File: src/core/rst_comb_pkg.sv
// Function
// RL1: merge all sources into one master reset
// RL2: any active source asserts master reset
// RL3: illegal opcode, uninit register, security raise illegal
// RL4: master reset forces some registers, keeps others
// RL5: each reset kind sets its own cause bit
// RL6: power-on clears causes, sets bit zero only
// RL7: software may set or clear any cause bit
// RL8: writing cause bits never causes a reset
// RL9: software clears cause bits after reading them
// RL10: simultaneous sources each set their own bit
// RL11: hold while active, release synchronously when idle
package rst_comb_pkg;

  // one bit per reset kind, power-on in bit 0
  typedef struct packed {
    logic illegalCond;   // illegal opcode, uninit register, security
    logic trapConflict;  // trap conflict
    logic cfgMismatch;   // configuration mismatch
    logic watchdog;      // watchdog timeout
    logic resetInstr;    // reset instruction
    logic extClear;      // external clear pin
    logic brownOut;      // brown-out
    logic powerOn;       // power-on
  } src_t;

  // register selector after address decode
  typedef enum logic [2:0] {
    SEL_CAUSE,
    SEL_LIVE,
    SEL_CTRL,
    SEL_SCRATCH,
    SEL_NONE
  } reg_sel_t;

  localparam int          ADDR_W       = 8;       // axi address width
  localparam int          DATA_W       = 32;      // axi data width
  localparam int          CAUSE_W      = 8;       // cause bits
  localparam logic [7:0]  OFS_CAUSE    = 8'h00;   // reset cause register
  localparam logic [7:0]  OFS_LIVE     = 8'h04;   // live source levels
  localparam logic [7:0]  OFS_CTRL     = 8'h08;   // release stretch count
  localparam logic [7:0]  OFS_SCRATCH  = 8'h0c;   // cleared by master reset
  localparam logic [7:0]  POR_CAUSE    = 8'h01;   // power-on bit only
  localparam logic [7:0]  CTRL_RST     = 8'h00;   // no stretch
  localparam logic [7:0]  SCRATCH_RST  = 8'h00;   // forced value
  localparam logic [7:0]  ZERO8        = 8'h00;
  localparam int          LIVE_MRST    = 8;       // master reset bit in live
  localparam logic [1:0]  RESP_OKAY    = 2'b00;
  localparam logic [1:0]  RESP_SLVERR  = 2'b10;

endpackage : rst_comb_pkg

File: src/core/cause_store.sv
`timescale 1ns/1ns
// sticky reset cause bits; cleared only by power-on or a software write
module cause_store (
  // clock and power-on reset
  input  wire logic                          ref_clk,
  input  wire logic                          rst_n,
  // hardware set, software write
  input  wire logic [rst_comb_pkg::CAUSE_W-1:0] setBits,
  input  wire logic                          wrEn,
  input  wire logic [rst_comb_pkg::CAUSE_W-1:0] wrData,
  // registered contents
  output logic      [rst_comb_pkg::CAUSE_W-1:0] causeBits
);

  logic [rst_comb_pkg::CAUSE_W-1:0] cause_next;  // value after this edge

  // software write first, then hardware sets on top so a set wins
  always_comb begin
    cause_next = causeBits;
    if (wrEn) begin
      cause_next = wrData;  // RL7
    end
    cause_next = cause_next | setBits;  // RL5 RL10
  end

  // power-on leaves only its own bit; master reset does not touch this
  always_ff @(posedge ref_clk or negedge rst_n) begin
    if (!rst_n) begin
      causeBits <= rst_comb_pkg::POR_CAUSE;  // RL6
    end else begin
      causeBits <= cause_next;
    end
  end

endmodule : cause_store

File: src/core/reset_source_combiner.sv
`timescale 1ns/1ns
// gathers reset sources into one master reset and records the cause
module reset_source_combiner (
  // clock and power-on reset
  input  wire logic                              ref_clk,
  input  wire logic                              rst_n,
  // sources from outside the clock domain
  input  wire logic                              brownOutDetect,
  input  wire logic                              extClearPin_n,
  // sources from logic on ref_clk
  input  wire logic                              resetInstruction,
  input  wire logic                              watchdogTimeout,
  input  wire logic                              configurationMismatch,
  input  wire logic                              trapConflict,
  input  wire logic                              illegalOpcode,
  input  wire logic                              uninitWorkingReg,
  input  wire logic                              securityViolation,
  // axi4-lite write channels
  input  wire logic [rst_comb_pkg::ADDR_W-1:0]   awaddr,
  input  wire logic                              awvalid,
  output logic                                   awready,
  input  wire logic [rst_comb_pkg::DATA_W-1:0]   wdata,
  input  wire logic [3:0]                        wstrb,
  input  wire logic                              wvalid,
  output logic                                   wready,
  output logic [1:0]                             bresp,
  output logic                                   bvalid,
  input  wire logic                              bready,
  // axi4-lite read channels
  input  wire logic [rst_comb_pkg::ADDR_W-1:0]   araddr,
  input  wire logic                              arvalid,
  output logic                                   arready,
  output logic [rst_comb_pkg::DATA_W-1:0]        rdata,
  output logic [1:0]                             rresp,
  output logic                                   rvalid,
  input  wire logic                              rready,
  // device-wide reset
  output logic                                   masterSystemReset
);

  // address decode, shared by the read and write paths
  function automatic rst_comb_pkg::reg_sel_t decodeAddr(
    input logic [rst_comb_pkg::ADDR_W-1:0] addr
  );
    case (addr)
      rst_comb_pkg::OFS_CAUSE:   decodeAddr = rst_comb_pkg::SEL_CAUSE;
      rst_comb_pkg::OFS_LIVE:    decodeAddr = rst_comb_pkg::SEL_LIVE;
      rst_comb_pkg::OFS_CTRL:    decodeAddr = rst_comb_pkg::SEL_CTRL;
      rst_comb_pkg::OFS_SCRATCH: decodeAddr = rst_comb_pkg::SEL_SCRATCH;
      default:                   decodeAddr = rst_comb_pkg::SEL_NONE;
    endcase
  endfunction : decodeAddr

  logic                               brownMeta_reg;   // sync stage 1
  logic                               brownSync_reg;   // sync stage 2
  logic                               clearMeta_reg;   // sync stage 1, active low
  logic                               clearSync_reg;   // sync stage 2, active low
  rst_comb_pkg::src_t                 srcNow;          // sources seen this cycle
  logic                               anyActive;       // at least one source
  logic [7:0]                         holdCnt_reg;     // release stretch
  logic [7:0]                         ctrl_reg;        // stretch setting
  logic [7:0]                         scratch_reg;     // forced by master reset
  logic [rst_comb_pkg::CAUSE_W-1:0]   causeBits;       // from cause store
  logic [rst_comb_pkg::ADDR_W-1:0]    awAddr_reg;      // held write address
  logic [rst_comb_pkg::DATA_W-1:0]    wData_reg;       // held write data
  logic [3:0]                         wStrb_reg;       // held strobes
  logic                               awHeld_reg;      // address taken
  logic                               wHeld_reg;       // data taken
  logic                               wrFire;          // write performed now
  rst_comb_pkg::reg_sel_t             wrSel;           // write target
  logic                               wrLane0;         // low byte enabled
  rst_comb_pkg::reg_sel_t             rdSel;           // read target

  // pins pass two flops before anything looks at them
  always_ff @(posedge ref_clk or negedge rst_n) begin
    if (!rst_n) begin
      brownMeta_reg <= 1'b0;
      brownSync_reg <= 1'b0;
      clearMeta_reg <= 1'b1;
      clearSync_reg <= 1'b1;
    end else begin
      brownMeta_reg <= brownOutDetect;
      brownSync_reg <= brownMeta_reg;
      clearMeta_reg <= extClearPin_n;
      clearSync_reg <= clearMeta_reg;
    end
  end

  // source vector; power-on is rst_n itself, caught by the cause store
  always_comb begin
    srcNow              = '0;
    srcNow.powerOn      = 1'b0;
    srcNow.brownOut     = brownSync_reg;
    srcNow.extClear     = ~clearSync_reg;
    srcNow.resetInstr   = resetInstruction;
    srcNow.watchdog     = watchdogTimeout;
    srcNow.cfgMismatch  = configurationMismatch;
    srcNow.trapConflict = trapConflict;
    srcNow.illegalCond  = illegalOpcode | uninitWorkingReg | securityViolation;  // RL3
    anyActive           = |srcNow;  // RL1 RL2
  end

  // stretch counter reloads while any source is active
  always_ff @(posedge ref_clk or negedge rst_n) begin
    if (!rst_n) begin
      holdCnt_reg <= rst_comb_pkg::ZERO8;
    end else if (anyActive) begin
      holdCnt_reg <= ctrl_reg;
    end else if (holdCnt_reg != rst_comb_pkg::ZERO8) begin
      holdCnt_reg <= holdCnt_reg - 8'h01;
    end
  end

  // master reset: set by any source, released on a clock edge only
  always_ff @(posedge ref_clk or negedge rst_n) begin
    if (!rst_n) begin
      masterSystemReset <= 1'b1;  // power-on holds the device
    end else begin
      masterSystemReset <= anyActive | (holdCnt_reg != rst_comb_pkg::ZERO8);  // RL2 RL11
    end
  end

  // write decode; a cause write only flips flags, it is no source
  assign wrFire  = awHeld_reg & wHeld_reg & ~bvalid;
  assign wrSel   = decodeAddr(awAddr_reg);
  assign wrLane0 = wStrb_reg[0];

  // cause flags survive master reset, cleared by power-on or a software write
  cause_store u_cause (
    .ref_clk   (ref_clk),
    .rst_n     (rst_n),
    .setBits   (srcNow),
    .wrEn      (wrFire && wrSel == rst_comb_pkg::SEL_CAUSE && wrLane0),  // RL7 RL8
    .wrData    (wData_reg[rst_comb_pkg::CAUSE_W-1:0]),
    .causeBits (causeBits)
  );

  // stretch setting is kept across master reset
  always_ff @(posedge ref_clk or negedge rst_n) begin
    if (!rst_n) begin
      ctrl_reg <= rst_comb_pkg::CTRL_RST;
    end else if (wrFire && wrSel == rst_comb_pkg::SEL_CTRL && wrLane0) begin
      ctrl_reg <= wData_reg[7:0];
    end
  end

  // scratch stands for the registers that master reset forces
  always_ff @(posedge ref_clk or negedge rst_n) begin
    if (!rst_n) begin
      scratch_reg <= rst_comb_pkg::SCRATCH_RST;
    end else if (masterSystemReset) begin
      scratch_reg <= rst_comb_pkg::SCRATCH_RST;  // RL4
    end else if (wrFire && wrSel == rst_comb_pkg::SEL_SCRATCH && wrLane0) begin
      scratch_reg <= wData_reg[7:0];
    end
  end

  // write channels: address and data in either order, then response
  always_ff @(posedge ref_clk or negedge rst_n) begin
    if (!rst_n) begin
      awready    <= 1'b1;
      wready     <= 1'b1;
      awHeld_reg <= 1'b0;
      wHeld_reg  <= 1'b0;
      awAddr_reg <= '0;
      wData_reg  <= '0;
      wStrb_reg  <= 4'h0;
      bvalid     <= 1'b0;
      bresp      <= rst_comb_pkg::RESP_OKAY;
    end else begin
      if (awvalid && awready) begin
        awAddr_reg <= awaddr;
        awHeld_reg <= 1'b1;
        awready    <= 1'b0;
      end
      if (wvalid && wready) begin
        wData_reg <= wdata;
        wStrb_reg <= wstrb;
        wHeld_reg <= 1'b1;
        wready    <= 1'b0;
      end
      if (wrFire) begin
        // live register is read only, so a write there is refused too
        bvalid     <= 1'b1;
        bresp      <= (wrSel == rst_comb_pkg::SEL_NONE || wrSel == rst_comb_pkg::SEL_LIVE)
                      ? rst_comb_pkg::RESP_SLVERR : rst_comb_pkg::RESP_OKAY;
        awHeld_reg <= 1'b0;
        wHeld_reg  <= 1'b0;
      end else if (bvalid && bready) begin
        bvalid  <= 1'b0;
        awready <= 1'b1;
        wready  <= 1'b1;
      end
    end
  end

  // read channel answers one cycle after the address is taken
  assign rdSel = decodeAddr(araddr);
  always_ff @(posedge ref_clk or negedge rst_n) begin
    if (!rst_n) begin
      arready <= 1'b1;
      rvalid  <= 1'b0;
      rdata   <= '0;
      rresp   <= rst_comb_pkg::RESP_OKAY;
    end else if (arvalid && arready) begin
      arready <= 1'b0;
      rvalid  <= 1'b1;
      rresp   <= rst_comb_pkg::RESP_OKAY;
      rdata   <= '0;
      case (rdSel)
        rst_comb_pkg::SEL_CAUSE:   rdata[rst_comb_pkg::CAUSE_W-1:0] <= causeBits;
        rst_comb_pkg::SEL_LIVE: begin
          rdata[7:0]                    <= srcNow;
          rdata[rst_comb_pkg::LIVE_MRST] <= masterSystemReset;
        end
        rst_comb_pkg::SEL_CTRL:    rdata[7:0] <= ctrl_reg;
        rst_comb_pkg::SEL_SCRATCH: rdata[7:0] <= scratch_reg;
        default:                   rresp <= rst_comb_pkg::RESP_SLVERR;
      endcase
    end else if (rvalid && rready) begin
      rvalid  <= 1'b0;
      arready <= 1'b1;
    end
  end

  // helper: low only in the first sampled cycle after power-on
  logic porSeen_reg;
  always_ff @(posedge ref_clk or negedge rst_n) begin
    if (!rst_n) begin
      porSeen_reg <= 1'b0;
    end else begin
      porSeen_reg <= 1'b1;
    end
  end
endmodule : reset_source_combiner

File: config.mk
export PLATFORM = sky130hd
export DESIGN_NAME = reset_source_combiner
export DESIGN_NICKNAME = d
export VERILOG_FILES = /design/src/core/rst_comb_pkg.sv /design/src/core/cause_store.sv /design/src/core/reset_source_combiner.sv
export SDC_FILE = /design/constraint.sdc
export NUM_CORES = 1
export LEC_CHECK = 0
export ABC_AREA = 1
export BUFFER_PORTS_ARGS = -buffer_cell sky130_fd_sc_hd__buf_4
export CORE_MARGIN = 1
export CORE_UTILIZATION = 40
export CTS_CLUSTER_SIZE = 10
export DETAILED_ROUTE_END_ITERATION = 8
export PLACE_DENSITY = 0.74
export SLEW_MARGIN = 20
export SYNTH_ARGS = -nofsm -noshare
export SYNTH_HDL_FRONTEND = slang
export SYNTH_SLANG_ARGS = --single-unit
File: constraint.sdc
create_clock -name ref_clk -period 3.78 [get_ports ref_clk]
set_input_delay 0.189 -clock ref_clk [delete_from_list [all_inputs] [get_ports ref_clk]]
set_output_delay 0.189 -clock ref_clk [all_outputs]
set_load 0.005 [all_outputs]
==> results of run 1 <==
## per-layer routing
metal / share of wire (%) / track usage [%] / wire length, um / up-vias
met5: 0 / 0 / 0 / -
met4: 2.1 / 5.51 / 156 / 0
met3: 5.5 / 4.91 / 415 / 16
met2: 48 / 28.8 / 3630 / 93
met1: 45 / 21.9 / 3390 / 1381
li1: - / - / - / 1499
## worst max-delay path: cells and delay by family (launching register included)
family | cells | cell delay [ns]
simple gates | 5 | 0.98
flops | 1 | 0.39
compound gates | 1 | 0.08
## area by class of cell
class                      instances  area (um^2)  area share (%)
tap                              108          135            3.12
multi-input combinational        321         1490            34.3
timing repair buffer              60          458            10.6
sequential                        72         1810            41.9
clock buffer                      10          138            3.18
inverter                          45          169            3.91
clock inverter                     6          130            3.01
## synth_stat cells
master and count:
inv_1 41, nor2_1 23, dfrtp_1 65, nand3_2 3, inv_2 1, nand4_1 1, a21oi_1 4, nor3_1 2
nor3b_4 1, nor2_4 1, buf_4 25, clkinv_1 3, a31oi_1 2, nand2_2 4, buf_6 1, nand2_4 1
o21ai_2 8, buf_2 3, clkbuf_1 2, nand2_1 144, o21ai_0 26, nor3_4 1, ha_1 1, nor2_2 5
nand3b_1 4, conb_1 1, xor2_1 1, o21ai_1 2, nand3_1 62, dfstp_2 7
## cell families (layout without fill, tap and decap cells)
group | after synthesis | after routing | synth area share (%)
xor gates and xnor gates | 1 | 1 | 0.244
AOI/OAI and AO/OA | 42 | 42 | 6.75
adders and majority gates | 1 | 1 | 0.348
buffers and inverters | 76 | 121 | 10.9
DFF | 72 | 72 | 50.3
and+or+nand+nor | 252 | 252 | 31.4
other | 1 | 25 | 0.104
## power by group
part	leakage (nW)	internal (mW)	switching, mW
clock	0.136	0.521	0.278
combinational	1.27	0.221	0.345
sequential	0.898	0.946	0.142
## path summary, 6_finish.rpt
path / startpoint / end / slack [ns] / cells past startpoint
max in group asynchronous: rst_n / rdata[1] / 3.23 / 1
max reg2reg: awAddr_reg[1] / ctrl_reg[7] / 2.20 / 6
min: rst_n / awAddr_reg[6] / -0.04 / 1
min in group ref_clk: wvalid / wready / 0.01 / 2
min reg2reg: clearMeta_reg / clearSync_reg / 0.37 / 0
max: awAddr_reg[1] / ctrl_reg[7] / 2.20 / 6
## timing repair
| action | CTS | global route |
|---|---|---|
| setup endpoints to repair | 0 | 0 |
| endpoints found under the hold margin | 3 | 0 |
| hold buffers | 3 | 0 |
==> flow_metrics.py, run 1 <==
metrics = {
    "clock_tree": {
        "post_cts_resized": 0,
        "max-clock-path-buffers": 2,
        "cts_root_buffer": "clkbuf_8",
        "path_clk_slew_ns": 0.07,
        "clkLatencyLatePin_ns": 0.35,
        "cts_buffers": 9,
        "h-tree-depth": 3,
        "postCtsSetupBuffers": 0,
        "cts.sinks": 72,
        "cts_tree": "built",
    },
    "global_routing": {
        "grt_pass1_vias": 2895,
        "grtUsageTotal_pct": 17.4,
        "grt_pass1_wl_um": 13300,
        "grt_max_degree": 73,
        "grt_overflow_total": 0,
        "antenna_found_initial": 0,
    },
    "floorplanning": {
        "row_count": 34,
        "io_pins": 110,
        "die_area_um2": 9370,
        "die_h_um": 96.8,
        "die_w_um": 96.8,
        "coreArea_um2": 8720,
        "initial_core_util_pct": 41.2,
    },
    "power": {
        "p_total_mw": 2.45,
        "p_per_area_nw_per_um2": 567,
        "peakVddDrop_v": 0.000401,
        "power.leakage_nw": 2.30,
    },
    "logic_synthesis": {
        "synth.area.top_cells": "dfrtp_1 (45%), nand2_1 (15%), nand3_1 (8.6%), buf_4 (5.2%), dfstp_2 (5.1%)",
        "ys_ff_latch": 72,
        "synth_cells": 445,
        "syn_avg_cell_area_um2": 8.08,
        "synth_area_leader_cell": "dfrtp_1",
        "synth_top_area_share_pct": 45.2,
        "synth.distinct_cells": 30,
        "synth_warnings": 0,
        "netlist_area_um2": 3600,
        "ys_seq_area_share_pct": 50.3,
    },
    "cells_and_area": {
        "final.fill_count": 857,
        "final_common_cell": "nand2_1",
        "top_register": "rdata",
        "finalInstanceArea_um2": 4330,
        "largest_reg_flops": 9,
        "fin_nets": 578,
        "final_core_util_pct": 49.6,
        "n_antenna_cell": 0,
        "area_delta_synth_final_pct": 20.3,
        "final_cell_mix": "nand2_1 (144), dfrtp_1 (65), nand3_1 (62)",
        "final_cell_count_no_fill": 622,
        "drive_gt1_share_pct": 20.4,
    },
    "sta": {
        "fin_hold_ws_ns": -0.0388,
        "period_minus_slack_ns": 1.58,
        "tns_ns": 0,
        "fmax_mhz": 633,
        "slew_headroom_pct": 40.1,
        "fin_crit_sh_pct": 41.8,
        "worst_pin_slew_ns": 0.898,
        "drv_slew": 0,
        "hold_violations": 30,
        "fin_ws_ns": 2.20,
        "rsz0062_at_grt": "no",
        "skew_ns": 0.00981,
        "final-setup-viol-count": 0,
    },
    "drt": {
        "detail_route.wl_per_cell_um": 12.2,
        "drtPass1Iterations": 4,
        "vias": 2989,
        "drt_wl_total_um": 7590,
        "drc_errors": 0,
        "viasPerCell": 4.81,
        "antenna_left": 0,
        "drt_iter0_drc": 177,
    },
    "place": {
        "portBuffers": 57,
        "place_area_um2": 4030,
        "place_ws_ns": 2.22,
        "gp_congestion": 0.888,
        "dpl.cell_count": 603,
        "dpl.hpwl_um": 5540,
    },
    "status": {
        "outcome": "complete, but fails checks",
        "failed_checks": "negative hold slack",
    },
    "flow_run": {
        "cap_violations": 0,
    },
    "setup_path": {
        "cp-end-kind": "flop",
        "slowest_delay_ns": 0.39,
        "crit_arrival_ns": 1.80,
        "slowest_stage": "dfrtp_1",
        "required_ns": 4.00,
        "cp_cell_sequence": "nor2_2, nand3b_1, nor2_1, nand3_2, nand2_1, o21ai_2",
        "cp-start-kind": "flop",
        "worstPathMaxFanout": 16,
        "criticalPathCategory": "flop to flop",
    },
    "worst_hold_path": {
        "min_path_type": "input port to asynchronous set/reset pin",
    },
}
Power figures use the tool's default switching activity.
==> inputs of run 2 (changes only) <==
==> constraint.sdc (replaced) <==
create_clock -name ref_clk -period 1.57 [get_ports ref_clk]
set_input_delay 0.0785 -clock ref_clk [delete_from_list [all_inputs] [get_ports ref_clk]]
set_output_delay 0.0785 -clock ref_clk [all_outputs]
set_load 0.005 [all_outputs]
==> flow_metrics.py, run 2 (synthesis results as in run 1) <==
metrics = {
    "floorplanning": {
        "coreArea_um2": 8720,
        "row_count": 34,
        "io_pins": 110,
        "die_h_um": 96.8,
        "die_area_um2": 9370,
        "die_w_um": 96.8,
        "initial_core_util_pct": 41.2,
    },
    "sta": {
        "fin_hold_ws_ns": 0.0492,
        "fmax_mhz": 666,
        "hold_violations": 0,
        "drv_slew": 0,
        "slew_headroom_pct": 65.8,
        "fin_crit_sh_pct": 95.7,
        "rsz0062_at_grt": "no",
        "period_minus_slack_ns": 1.50,
        "tns_ns": 0,
        "skew_ns": 0.00925,
        "final-setup-viol-count": 0,
        "worst_pin_slew_ns": 0.511,
    },
    "worst_hold_path": {
        "min_from": "araddr[0]",
        "hold_path_depth": 3,
        "min_path_type": "input port to flop",
        "holdPathEnd": "rresp[1]",
    },
    "setup_path": {
        "r2r-end": "holdCnt_reg[5]",
        "worstPathMaxFanout": 10,
        "slowest_stage": "dlygate4sd3_1",
        "cp_common_cell": "nand2_1",
        "slowest_delay_ns": 0.54,
        "crit_cells": 10,
        "required_ns": 1.80,
        "crit_family": "simple AND/OR/NAND/NOR gates",
        "criticalPathCategory": "input port to flop",
        "r2r_setup_slack_ns": 0.09,
        "cp_cell_sequence": "dlygate4sd3_1, buf_4, inv_1, nand2_2, nor3_1, nand2_2, nand2_1, o21ai_1, nand2_1, nand2_1",
        "crit_arrival_ns": 1.73,
        "cp-start-kind": "input port",
        "crit_buf_inv": 3,
        "reg2reg_from": "clearSync_reg",
        "cp-end-kind": "flop",
        "r2r_cells": 5,
    },
    "global_routing": {
        "antenna_found_initial": 0,
        "grtUsageTotal_pct": 18.2,
        "grt_pass1_wl_um": 13800,
        "grt_pass1_vias": 3041,
        "grt_overflow_total": 0,
        "grt_max_degree": 38,
    },
    "drt": {
        "vias": 3173,
        "drtPass1Iterations": 4,
        "drt_iter0_drc": 217,
        "antenna_left": 0,
        "drc_errors": 0,
        "drt_wl_total_um": 8310,
        "detail_route.wl_per_cell_um": 12.5,
        "viasPerCell": 4.79,
    },
    "power": {
        "peakVddDrop_v": 0.000819,
        "p_per_area_nw_per_um2": 1290,
        "power.leakage_nw": 2.49,
    },
    "cells_and_area": {
        "final.fill_count": 770,
        "final_cell_mix": "nand2_1 (144), buf_4 (68), dfrtp_1 (65)",
        "n_antenna_cell": 0,
        "largest_reg_flops": 9,
        "final_common_cell": "nand2_1",
        "area_delta_synth_final_pct": 31.7,
        "top_register": "rdata",
        "fin_nets": 618,
        "drive_gt1_share_pct": 21.3,
    },
    "flow_run": {
        "cap_violations": 0,
    },
    "status": {
        "outcome": "complete, no violations",
    },
    "place": {
        "portBuffers": 57,
        "gp_congestion": 0.898,
        "dpl.hpwl_um": 5610,
    },
    "clock_tree": {
        "cts_buffers": 9,
        "max-clock-path-buffers": 2,
        "cts_tree": "built",
        "cts_root_buffer": "clkbuf_8",
        "path_clk_slew_ns": 0.08,
        "cts.sinks": 72,
        "clkLatencyLatePin_ns": 0.34,
        "h-tree-depth": 3,
    },
}
[run 2: cell count changes in the layout (fill, tap and decap cells not counted), sizes merged]
| cell | change |
|---|---|
| clkbuf | +1 |
| clkinvlp | +1 |
| dlygate4sd3 | +27 |
| clkinv | -2 |
| buf | +13 |
[run 2: cell type report]
cell class / instances / area (um^2) / share of cell area [%]
clock buffers: 11 / 141 / 2.99
clock inverters: 5 / 128 / 2.70
repair buffers: 100 / 851 / 18.0
well taps: 108 / 135 / 2.85
inverters: 45 / 169 / 3.57
multi-input cells: 321 / 1500 / 31.7
flip-flops and latches: 72 / 1810 / 38.2
[run 2: report_power, final]
group / total [mW] / internal, mW / switching (mW)
sequential: 2.63 / 2.28 / 0.353
clock: 1.95 / 1.26 / 0.693
combinational: 1.54 / 0.655 / 0.884
[run 2: repair_timing]
item	4_1_cts	5_1_grt
endpoints found under the setup margin	0	16
setup buffers	0	4
gates resized for setup	0	3
hold endpoints to repair	94	0
hold buffers	30	0
[run 2: layer usage]
layer  up-vias  track usage, %  part of all wire [%]
met2       124            30.9                    50
met5         -               0                     0
met3        20            4.77                   4.7
met4         0            5.51                   2.2
li1       1571               -                     -
met1      1458            22.6                    43
[run 2: stage by stage]
| stage | power, mW | std cells | utilization, % | worst slack (ns) | area [um^2] |
|---|---|---|---|---|---|
| finish | 6.12 | 662 | 54.3 | 0.0682 | 4730 |
| detailed placement | 4.03 | 612 | 47.2 | 0.0842 | 4120 |
| global placement | 3.98 | 612 | 47.2 | 0.105 | 4120 |
| CTS | 6.06 | 658 | 53.8 | 0.0594 | 4690 |
| floorplan | 3.54 | 469 | - | 0.215 | 3690 |
| global route | 6.49 | 662 | 54.3 | 0.00850 | 4730 |
[run 2: worst max-delay path by stage]
| stage | from | slack, ns | end |
|---|---|---|---|
| 2_1_floorplan | holdCnt_reg[0] | 0.21 | holdCnt_reg[1] |
| 3_3_place_gp | holdCnt_reg[0] | 0.11 | holdCnt_reg[1] |
| 3_5_place_dp | holdCnt_reg[0] | 0.08 | holdCnt_reg[1] |
| 4_1_cts | holdCnt_reg[0] | 0.06 | holdCnt_reg[1] |
| 5_1_grt | awAddr_reg[1] | 0.008 | scratch_reg[0] |
| 6_report | configurationMismatch | 0.07 | holdCnt_reg[0] |
[run 2: worst min-delay path, stage by stage]
cell     delay (ns)
buf_4          0.08
nor2_1         0.04
a31oi_1        0.15
